==> src/logic/gpes_map.vh <==
// Register offsets, field positions and reset values of the event block
`ifndef GPES_MAP_VH
`define GPES_MAP_VH

// Byte offsets of the two registers
`define GPES_CTL_OFFSET      12'h450
`define GPES_STS_OFFSET      12'h454
// Control register fields
`define GPES_CTL_INV_BIT     0
`define GPES_CTL_EN_LSB      1
`define GPES_CTL_EN_MSB      3
`define GPES_CTL_RESET       4'h0
// Status register fields
`define GPES_STS_LSB         1
`define GPES_STS_MSB         3
`define GPES_STS_RESET       3'h0
// Idle level of the shared line after reset (normal polarity)
`define GPES_EVT_RESET       1'b1
// Pin 7 mux select value for alternate function
`define GPES_PIN_ALT         1'b1
// AXI responses
`define GPES_RESP_OKAY       2'h0
`define GPES_RESP_SLVERR     2'h2

`endif

==> src/logic/gpes_event.v <==
// Shared event output logic with its AXI4-Lite register slave
`default_nettype none
`include "gpes_map.vh"

// Ports 1..3 may move their hot-plug notifications onto one shared
// event line. That line leaves on pin 7 only while the pin is set to
// its alternate function, and its active level follows the polarity
// invert bit of the control register. A read-only status word shows
// which enabled ports are driving the line at the moment.

// Behaviour
// - Output active low, high when invert set
// - Enabled ports redirect notifications onto event output
// - Event drives pin 7 only in alternate mode
// - Status bit high while port signals event
// - Status never set when port not enabled
module gpes_event (
    // Clock and reset
    input  wire        core_clk,
    input  wire        arst_n,
    // AXI4-Lite write address
    input  wire        s_axi_awvalid,
    output wire        s_axi_awready,
    input  wire [11:0] s_axi_awaddr,
    // AXI4-Lite write data
    input  wire        s_axi_wvalid,
    output wire        s_axi_wready,
    input  wire [31:0] s_axi_wdata,
    input  wire [3:0]  s_axi_wstrb,
    // AXI4-Lite write response
    output wire        s_axi_bvalid,
    input  wire        s_axi_bready,
    output wire [1:0]  s_axi_bresp,
    // AXI4-Lite read address
    input  wire        s_axi_arvalid,
    output wire        s_axi_arready,
    input  wire [11:0] s_axi_araddr,
    // AXI4-Lite read data
    output wire        s_axi_rvalid,
    input  wire        s_axi_rready,
    output wire [31:0] s_axi_rdata,
    output wire [1:0]  s_axi_rresp,
    // Per-port event requests from the hot-plug logic of ports 1..3
    input  wire [2:0]  port_event_req,
    // Standard notifications passed on, per port, when not redirected
    output wire [2:0]  port_notify_allow,
    // General purpose pin 7 mux select and pin driver
    input  wire        pin7_func_sel,
    input  wire        pin7_gpio_out,
    input  wire        pin7_gpio_oe,
    output wire        pin7_out,
    output wire        pin7_oe
);

    // Control register: enables and polarity invert
    reg  [3:0]  ctl_q;
    // Status register: ports currently signalling
    reg  [2:0]  sts_q;
    // Registered shared event output level
    // Held in a flop so the pin never glitches while requests settle
    reg         shared_event_output_q;
    // Write channel holding state
    reg         aw_got_q;
    reg         w_got_q;
    reg  [11:0] aw_addr_q;
    reg  [31:0] w_data_q;
    reg  [3:0]  w_strb_q;
    reg         bvalid_q;
    reg  [1:0]  bresp_q;
    // Read channel state
    reg         rvalid_q;
    reg  [31:0] rdata_q;
    reg  [1:0]  rresp_q;

    // Per-port redirect enables, port 1 in bit 0
    wire [2:0]  en_w;
    // Next status: requests of enabled ports only
    wire [2:0]  sts_d;
    // At least one enabled port is requesting
    wire        any_evt;
    // Address and data both held: commit the write
    wire        wr_fire;

    // Word decode of a byte address
    // Low two address bits are ignored: every register is one word
    function is_reg;
        input [11:0] addr;
        input [11:0] offs;
        begin
            is_reg = (addr[11:2] == offs[11:2]);
        end
    endfunction

    // Enables sit just above the invert bit in the control word
    assign en_w  = ctl_q[`GPES_CTL_EN_MSB:`GPES_CTL_EN_LSB];
    // Only enabled ports report status
    assign sts_d = port_event_req & en_w;
    // Suppress standard notifications of redirected ports
    assign port_notify_allow = port_event_req & ~en_w;
    // Combine enabled ports before polarity
    assign any_evt = |sts_d;

    // Pin 7 driven by event only in alternate mode
    // In ordinary mode the pin belongs to the general purpose output
    // logic; the event line is then simply not visible outside.
    assign pin7_out = (pin7_func_sel == `GPES_PIN_ALT) ?
                      shared_event_output_q : pin7_gpio_out;
    assign pin7_oe  = (pin7_func_sel == `GPES_PIN_ALT) ?
                      1'b1 : pin7_gpio_oe;

    // Status and event output registers
    // Both are taken from the same sum on the same edge, so the status
    // register always agrees with the event flop; read data is loaded from it one edge later.
    // Reset leaves the line at its idle level for normal polarity.
    always @(posedge core_clk or negedge arst_n) begin
        if (!arst_n) begin
            // Nothing signalled, line idle
            sts_q                 <= `GPES_STS_RESET;
            shared_event_output_q <= `GPES_EVT_RESET;
        end else begin
            // Live level: no sticky bit, so nothing to clear
            sts_q <= sts_d;
            // Low when active, unless invert is set
            shared_event_output_q <= ctl_q[`GPES_CTL_INV_BIT] ?
                                     any_evt : ~any_evt;
        end
    end

    // Write side handshakes: each channel taken once, held until response
    // Address and data may come in either order; each one is parked
    // until the other arrives, and neither is taken again while the
    // response still stands, so one write at most is under way.
    assign s_axi_awready = !aw_got_q && !bvalid_q;
    assign s_axi_wready  = !w_got_q && !bvalid_q;
    assign s_axi_bvalid  = bvalid_q;
    assign s_axi_bresp   = bresp_q;
    assign wr_fire       = aw_got_q && w_got_q && !bvalid_q;

    // Write channel capture, register update and response
    always @(posedge core_clk or negedge arst_n) begin
        if (!arst_n) begin
            // Idle bus, control at its reset value
            aw_got_q  <= 1'b0;
            w_got_q   <= 1'b0;
            aw_addr_q <= 12'h000;
            w_data_q  <= 32'h00000000;
            w_strb_q  <= 4'h0;
            bvalid_q  <= 1'b0;
            bresp_q   <= `GPES_RESP_OKAY;
            ctl_q     <= `GPES_CTL_RESET;
        end else begin
            // Capture address
            if (s_axi_awvalid && s_axi_awready) begin
                aw_got_q  <= 1'b1;
                aw_addr_q <= s_axi_awaddr;
            end
            // Capture data
            if (s_axi_wvalid && s_axi_wready) begin
                w_got_q  <= 1'b1;
                w_data_q <= s_axi_wdata;
                w_strb_q <= s_axi_wstrb;
            end
            // Both present: perform write
            if (wr_fire) begin
                aw_got_q <= 1'b0;
                w_got_q  <= 1'b0;
                bvalid_q <= 1'b1;
                if (is_reg(aw_addr_q, `GPES_CTL_OFFSET)) begin
                    // Control fields all sit in byte lane 0
                    if (w_strb_q[0])
                        ctl_q <= w_data_q[3:0];
                    bresp_q <= `GPES_RESP_OKAY;
                end else if (is_reg(aw_addr_q, `GPES_STS_OFFSET)) begin
                    // Status is read only: write ignored
                    bresp_q <= `GPES_RESP_OKAY;
                end else begin
                    // Unmapped address
                    bresp_q <= `GPES_RESP_SLVERR;
                end
            end else if (bvalid_q && s_axi_bready) begin
                // Response taken: free the write channels
                bvalid_q <= 1'b0;
            end
        end
    end

    // Read side handshakes
    // A new address is refused while the answer stands, so read data
    // and response hold steady until the master takes them.
    assign s_axi_arready = !rvalid_q;
    assign s_axi_rvalid  = rvalid_q;
    assign s_axi_rdata   = rdata_q;
    assign s_axi_rresp   = rresp_q;

    // Read decode and data register
    always @(posedge core_clk or negedge arst_n) begin
        if (!arst_n) begin
            // No answer pending
            rvalid_q <= 1'b0;
            rdata_q  <= 32'h00000000;
            rresp_q  <= `GPES_RESP_OKAY;
        end else if (s_axi_arvalid && s_axi_arready) begin
            // Address taken: decode and load the answer
            rvalid_q <= 1'b1;
            if (is_reg(s_axi_araddr, `GPES_CTL_OFFSET)) begin
                // Control, reserved bits zero
                rdata_q <= {28'h0000000, ctl_q};
                rresp_q <= `GPES_RESP_OKAY;
            end else if (is_reg(s_axi_araddr, `GPES_STS_OFFSET)) begin
                // Status at bits 3:1, bit 0 reserved
                rdata_q <= {28'h0000000, sts_q, 1'b0};
                rresp_q <= `GPES_RESP_OKAY;
            end else begin
                // Unmapped: zero data, error
                rdata_q <= 32'h00000000;
                rresp_q <= `GPES_RESP_SLVERR;
            end
        end else if (rvalid_q && s_axi_rready) begin
            // Answer taken: free the read channel
            rvalid_q <= 1'b0;
        end
    end

endmodule
`default_nettype wire

==> config.mk <==
export PLATFORM = sky130hd
export DESIGN_NAME = gpes_event
export DESIGN_NICKNAME = d
export VERILOG_FILES = /design/src/logic/gpes_event.v
export VERILOG_INCLUDE_DIRS = /design/src /design/src/logic
export SDC_FILE = /design/constraint.sdc
export NUM_CORES = 1
export LEC_CHECK = 0
export BUFFER_PORTS_ARGS = -buffer_cell sky130_fd_sc_hd__clkbuf_2
export CAP_MARGIN = 15
export CELL_PAD_IN_SITES_DETAIL_PLACEMENT = 2
export CELL_PAD_IN_SITES_GLOBAL_PLACEMENT = 2
export CORE_UTILIZATION = 25
export CTS_BUF_LIST = sky130_fd_sc_hd__clkbuf_4
export CTS_CLUSTER_DIAMETER = 60
export DETAILED_ROUTE_END_ITERATION = 10
export PLACE_DENSITY_LB_ADDON = 0.1
export SLEW_MARGIN = 15
export SYNTH_ARGS = -nofsm -noshare
export SYNTH_HDL_FRONTEND = slang
export SYNTH_SLANG_ARGS = --single-unit
==> constraint.sdc <==
create_clock -name core_clk -period 3.9 [get_ports core_clk]
set_input_delay 1.17 -clock core_clk [delete_from_list [all_inputs] [get_ports core_clk]]
set_output_delay 1.17 -clock core_clk [all_outputs]
set_load 0.02 [all_outputs]
## Word level (Yosys, flattened, before mapping)

Cells that the tools add are included.

- Register bits: 65
- Input port bits: 73
- Output and inout port bits: 46
- Word-level logic and storage cells: 57

- Equal/unequal tests: 4
- Multiplexer cells: 17
- Bitwise logic cells: 4
- Reductions and logical operators: 19

Operators with widths:

| operator | number |
|---|---|
| 10-bit by 9-bit equality test with 1-bit output (second input constant) | 4 |
| 1-bit two-way mux | 11 |
| 1-bit logical AND | 9 |
| 2-bit two-way mux | 4 |
| 4-bit two-way mux | 2 |
| 2-bit nonzero test | 4 |
| 3-bit AND | 2 |
| 1-bit logical NOT | 4 |
| 3-bit inverter | 1 |
| 3-bit AND reduction | 1 |
| 3-bit OR reduction | 1 |
| 1-bit inverter | 1 |

## Longest topological paths before layout

Gate-level depths: netlist (run 1).

- Depth in word-level cells: 5
- Gate-level depth with buffers: 4
- Mapped depth without buffers: 3

## Worst setup path after synthesis (run 1)

OpenSTA, ideal clock, no wires.

- Path kind: input-to-output
- Start point: in pin7_func_sel
- End point: out pin7_out
- Data arrival time: 1,535 ps
- Data required time: 2,730 ps
- Slack: 1,195 ps
- Stages: 1
- Path buffers: 0
- Path through: mux2_2

- Longest elaborated chain between the ends: 1

RTL lines:

| what | line | source |
|---|---|---|
| start, declared | gpes_event.v:48 | `input wire pin7_func_sel,` |
| 1-bit two-way mux | gpes_event.v:106 | `` assign pin7_out = (pin7_func_sel == `GPES_PIN_ALT) ? `` |
| end, declared | gpes_event.v:51 | `output wire pin7_out,` |

No other way between the ends.

## Worst setup path in the final report (run 1)

Same ends and word-level chain as after synthesis.

==> summary.txt, run 1 <==
worst slew pin tran = 0.821 ns
DR vias = 1,091
most common cell in the synthesized netlist = dfrtp_1
reg2reg path depth = 3
Final Setup Violations = 0
area leader, netlist = dfrtp_1
register share of total power = 50.7%
Worst EP arrival = 1.74 ns
Async SR Flop Fraction = 100%
initial drt markers = 15
# IOs = 119
H-tree level count = 2
post-cts resize count = 0
Synth Area in XOR/XNOR = 0.543%
root buffer cell = clkbuf_4
die extent in x = 82.3 um
Storage cell area = 827 um^2
critical path class = in -> out
Synth Register Bits = 33
Max-Cap Viols = 0
gr ovfl total = 0
share of cells above drive strength 1 = 44.8%
Primary FF master, synth = dfrtp_1
Lkg Pwr = 0.970 nW
PwrDens = 523 mW/mm^2
Startpoint Class = primary input
first-pass GRT wire length = 5.43 mm
hold depth = 2
Yosys Warn Count = 0
WP data required = 2.73 ns
Clock Path Buffers = 2
synth top area cells = dfrtp_1 50%, mux2_2 15%, buf_4 14%
initial antenna violation count = 0
sw frac = 33.4%
DP Worst Slack = 0.980 ns
crit path max fanout = 2
Die H = 82.3 um
Post-Route Setup TNS = 0 ns
FMAX = 344 MHz
Final period util = 74.6%
Initial Util = 26.6%
CTS clk-pin slew, worst paths = 0.09 ns
Hold Vio Cnt, Final = 0
library cells used by synthesis = 31
Int Pwr = 662 uW
DP Wirelength = 2.78 mm
hold_buf cts = 0
RSZ-0062 raised after global routing = false
Comb power frac = 30.4%
switching power = 332 uW
clk sinks = 33
vias in the first global route = 1,114
Hold Path Class = reg -> reg
largest family of logic cells by synthesized area = multiplexers
Worst slew margin = 45.3%
maximum VDD drop = 0.202 mV
synth cell count leaders = 32 x dfrtp_1, 30 x buf_4, 21 x mux2_2
CTS tree = done
Avg Inst Size Synth = 12.0 um^2
Placeable Area = 0.00606 mm^2
Tot GR Track Use = 11.1%
simple-gate share of the synthesized area = 12.1%
area of the mapped netlist = 0.00161 mm^2
non-filler instance count after layout = 267
die area = 0.00677 mm^2
status = finished clean
Clock Power Share = 18.9%
GP Congestion = 0.691
# DRC = 0
EDFF count, synth = 0
Tmin final = 2.91 ns
Ant. Diodes = 0
clock skew = 0.00732 ns
Critical Path Sink Type = output pin
Num CTS Buffers = 5
fill count = 698
pin count of the biggest net entering global routing = 34
Post-Synth Adder-Cell Area = 0%
Via density = 4.09
P&R area growth vs syn = 17.9%
cell count after synthesis = 134
number of iterations in the first detailed-routing pass = 4
layout net count = 264
post-DR wirelength/cell = 12.7 um
fin. max-slew vios = 0
post-route antenna net violation count = 0
Inst Count DP = 259
top cell type's share of synthesized area = 49.7%
multi-input logic area = 644 um^2
register area share after synthesis = 51.3%
# port buffers = 53
detailed-route wire length = 3.39 mm
mux contribution to synthesized area = 16.5%
Synth Area in Compound Gates = 3.80%
Clk Latency, worst-skew pair = 0.33 ns
setup bufs post-CTS = 0
num rows = 28
final setup margin = 0.990 ns
kinds of logic after synthesis:
| family | after synthesis |
|---|---|
| AOI/OAI and AO/OA | 9 |
| DFF | 33 |
| and+or+nand+nor | 30 |
| muxes | 24 |
| xor gates and xnor gates | 1 |
| other | 1 |
| buffers and inverters | 36 |
cell usage in the layout, fill, tap and decap left out, types with 2 or more instances in the layout:
| cell type | count |
|---|---|
| nand2b_1 | 2 |
| nor2_1 | 4 |
| mux2i_1 | 3 |
| conb_1 | 30 |
| o21ai_0 | 2 |
| nand2_1 | 5 |
| nor2b_1 | 5 |
| and2_1 | 4 |
| clkbuf_2 | 53 |
| clkbuf_4 | 6 |
| clkinv_2 | 2 |
| o31ai_1 | 3 |
| mux2_2 | 21 |
| dfrtp_1 | 32 |
| inv_1 | 4 |
power groups by stage:
stage / Combinational, mW / Clock, mW / Sequential, mW
final: 0.302 / 0.188 / 0.504
after global routing: 0.336 / 0.220 / 0.523
after CTS: 0.309 / 0.203 / 0.507
after detailed placement: 0.308 / 0 / 0.515
after global placement: 0.294 / 0 / 0.506
after floorplan: 0.249 / 0 / 0.496
state kept, by name, indices dropped and copies added, names as in the netlist, 3 cells and up:
signal / flops
sts_q: 3
w_data_q: 4
aw_addr_q: 10
s_axi_rdata: 4
ctl_q: 4
metrics by stage:
step	hold slack (ns)	total power, mW	utilization, %	cell area (um^2)
floorplan	0.472	0.744	-	1720
global placement	0.467	0.800	30.5	1850
detailed placement	0.479	0.822	30.5	1850
CTS	0.502	1.02	31.4	1900
global route	0.536	1.08	31.4	1900
finish	0.494	0.994	31.4	1900
per-layer routing:
layer  vias up  routed length [um]  GRT usage [%]
met2        59                1580           17.7
li1        508                   -              -
met3         4                 311           3.96
met1       520                1460           13.7
met4         0                  36           4.21
met5         -                   0              0
final timing paths:
path,slack [ns],end,from
setup / recovery,0.99,pin7_out,pin7_func_sel
hold / removal,0.49,s_axi_rdata[2],s_axi_rdata[2]
min in group asynchronous,0.92,s_axi_bresp[1],arst_n
max in group asynchronous,2.47,aw_addr_q[10],arst_n
setup reg to reg,2.07,ctl_q[3],aw_addr_q[7]
hold reg to reg,0.49,s_axi_rdata[2],s_axi_rdata[2]
area by class of cell:
cell class	count	area share [%]
Tap cell	75	4.94
Clock buffer	6	2.37
Sequential cell	33	43.5
Inverter	4	0.790
Timing Repair Buffer	53	14.0
Clock inverter	2	0.527
Multi-Input combinational cell	94	33.9
worst max-delay path: stages:
cell	delay (ns)
clkbuf_2	0.09
mux2_2	0.32
clkbuf_2	0.15
(Power assumes the default switching activity.)
==> run 2: changes to the inputs <==
--- a/config.mk
+++ b/config.mk
@@ -10,7 +10,7 @@
 export CAP_MARGIN = 15
 export CELL_PAD_IN_SITES_DETAIL_PLACEMENT = 2
 export CELL_PAD_IN_SITES_GLOBAL_PLACEMENT = 2
-export CORE_UTILIZATION = 25
+export CORE_UTILIZATION = 21
 export CTS_BUF_LIST = sky130_fd_sc_hd__clkbuf_4
 export CTS_CLUSTER_DIAMETER = 60
 export DETAILED_ROUTE_END_ITERATION = 10
==> constraint.sdc (replaced) <==
create_clock -name core_clk -period 2.55 [get_ports core_clk]
set_input_delay 0.765 -clock core_clk [delete_from_list [all_inputs] [get_ports core_clk]]
set_output_delay 0.765 -clock core_clk [all_outputs]
set_load 0.02 [all_outputs]
==> summary.txt, run 2 (synthesis results as in run 1) <==
status = finished clean
GP Congestion = 0.635 (-8.2%)
Num CTS Buffers = 5 (unchanged)
clock skew = 0.00605 ns (-0.00128 ns)
post-layout util = 26.3% (-5.1 points)
Die H = 89.6 um (+8.9%)
Inst Count DP = 283 (+9.3%)
Max-Cap Viols = 0 (unchanged)
DR vias = 1,079 (-1.1%)
Worst slew margin = 45.1% (-0.12 points)
max reg flops = 10 (unchanged)
Tmin final = 2.09 ns
CTS clk-pin slew, worst paths = 0.10 ns (about the same)
DP Wirelength = 2.95 mm (+6.3%)
final setup margin = 0.460 ns (-0.530 ns)
setup bufs post-CTS = 0 (unchanged)
most frequent cells in the layout = 53 x clkbuf_2, 32 x dfrtp_1, 30 x conb_1, 21 x mux2_2
post-route antenna net violation count = 0 (unchanged)
CTS tree = done
# IOs = 119 (unchanged)
WP data required = 1.79 ns (-0.94 ns)
post-DR wirelength/cell = 12.2 um (-4.1%)
first-pass GRT wire length = 5.38 mm (-1.0%)
layout net count = 264 (unchanged)
WHS = 0.488 ns (-0.00668 ns)
Placeable Area = 0.00733 mm^2 (+21%)
DP Worst Slack = 0.456 ns (-0.524 ns)
fin. max-slew vios = 0 (unchanged)
post-route cell area = 0.00193 mm^2 (+1.3%)
FMAX = 478 MHz
crit path max fanout = 2 (unchanged)
root buffer cell = clkbuf_4
clk sinks = 33 (unchanged)
num rows = 31 (+11%)
Worst EP arrival = 1.33 ns (-0.41 ns)
P&R area growth vs syn = 19.5%
number of iterations in the first detailed-routing pass = 4 (unchanged)
vias in the first global route = 1,115 (+0.090%)
Storage cell area = 827 um^2 (unchanged)
Hold Path Class = reg -> reg
Post-Route Setup TNS = 0 ns (unchanged)
Top reg by flops = aw_addr_q
Startpoint Class = primary input
share of cells above drive strength 1 = 43.8% (-1.0 points)
worst slew pin tran = 0.823 ns (+0.00187 ns)
Clk Latency, worst-skew pair = 0.32 ns (about the same)
Tot GR Track Use = 9.22% (-1.9 points)
H-tree level count = 2 (unchanged)
gr ovfl total = 0 (unchanged)
Initial Util = 22.0% (-4.6 points)
multi-input logic area = 644 um^2 (unchanged)
pin count of the biggest net entering global routing = 34 (unchanged)
initial antenna violation count = 0 (unchanged)
Critical Path Sink Type = output pin
Placed Area = 0.00188 mm^2 (+1.6%)
detailed-route wire length = 3.54 mm (+4.5%)
critical path class = in -> out
Clock Path Buffers = 2 (unchanged)
Ant. Diodes = 0 (unchanged)
PwrDens = 782 mW/mm^2 (+49%)
Final Setup Violations = 0 (unchanged)
# port buffers = 53 (unchanged)
initial drt markers = 15 (unchanged)
Via density = 3.71 (-9.3%)
die extent in x = 89.6 um (+8.9%)
non-filler instance count after layout = 291 (+9.0%)
Hold Vio Cnt, Final = 0 (unchanged)
hold_buf cts = 0 (unchanged)
maximum VDD drop = 0.246 mV (+21%)
post-cts resize count = 0 (unchanged)
Final period util = 82.0%
RSZ-0062 raised after global routing = false
most common cell after layout, fill and taps aside = clkbuf_2
die area = 0.00803 mm^2 (+19%)
Lkg Pwr = 0.964 nW (-0.55%)
# DRC = 0 (unchanged)
fill count = 831 (+19%)
Tot Pwr = 1.50 mW (+51%)
==> run 2: cell types whose count changed in the layout (fill, tap and decap cells not counted), sizes merged <==
cell	delta
clkinv	+1
clkbuf	-1
==> run 2: power breakdown <==
group          leakage, nW  total (mW)  internal, mW  switching [mW]
Sequential           0.406       0.767         0.675          0.0919
Clock               0.0300       0.271        0.0997           0.171
Combinational        0.528       0.467         0.222           0.245
==> run 2: path summary, 6_finish.rpt <==
check                            endpoint            from  cells after the start  slack [ns]
min                        s_axi_rdata[1]  s_axi_rdata[1]                      2        0.49
min in group asynchronous  s_axi_rdata[1]          arst_n                      1        0.53
min reg2reg                s_axi_rdata[1]  s_axi_rdata[1]                      2        0.49
max in group asynchronous     w_data_q[3]          arst_n                      1        1.51
max reg2reg                      ctl_q[2]    aw_addr_q[7]                      3        0.69
max                              pin7_out   pin7_func_sel                      3        0.46
==> run 2: cell type report <==
type                       count  area share, %
timing repair buffer          53           13.8
clock inverter                 3          0.650
tap                           99           6.43
clock buffer                   5           1.95
inverter                       4          0.780
multi-input combinational     94           33.5
sequential                    33           42.9
==> run 2: worst max-delay path, cell delays in order <==
cell	delay [ns]
clkbuf_2	0.09
mux2_2	0.32
clkbuf_2	0.15
==> run 2: layer usage <==
| layer | share of wire, % | track usage (%) | routed length, um | vias up |
|---|---|---|---|---|
| li1 | - | - | - | 506 |
| met1 | 37 | 9.68 | 1300 | 521 |
| met2 | 55 | 17.1 | 1940 | 50 |
| met3 | 7.7 | 2.93 | 272 | 2 |
| met4 | 0.79 | 3.46 | 28 | 0 |
| met5 | 0 | 0 | 0 | - |
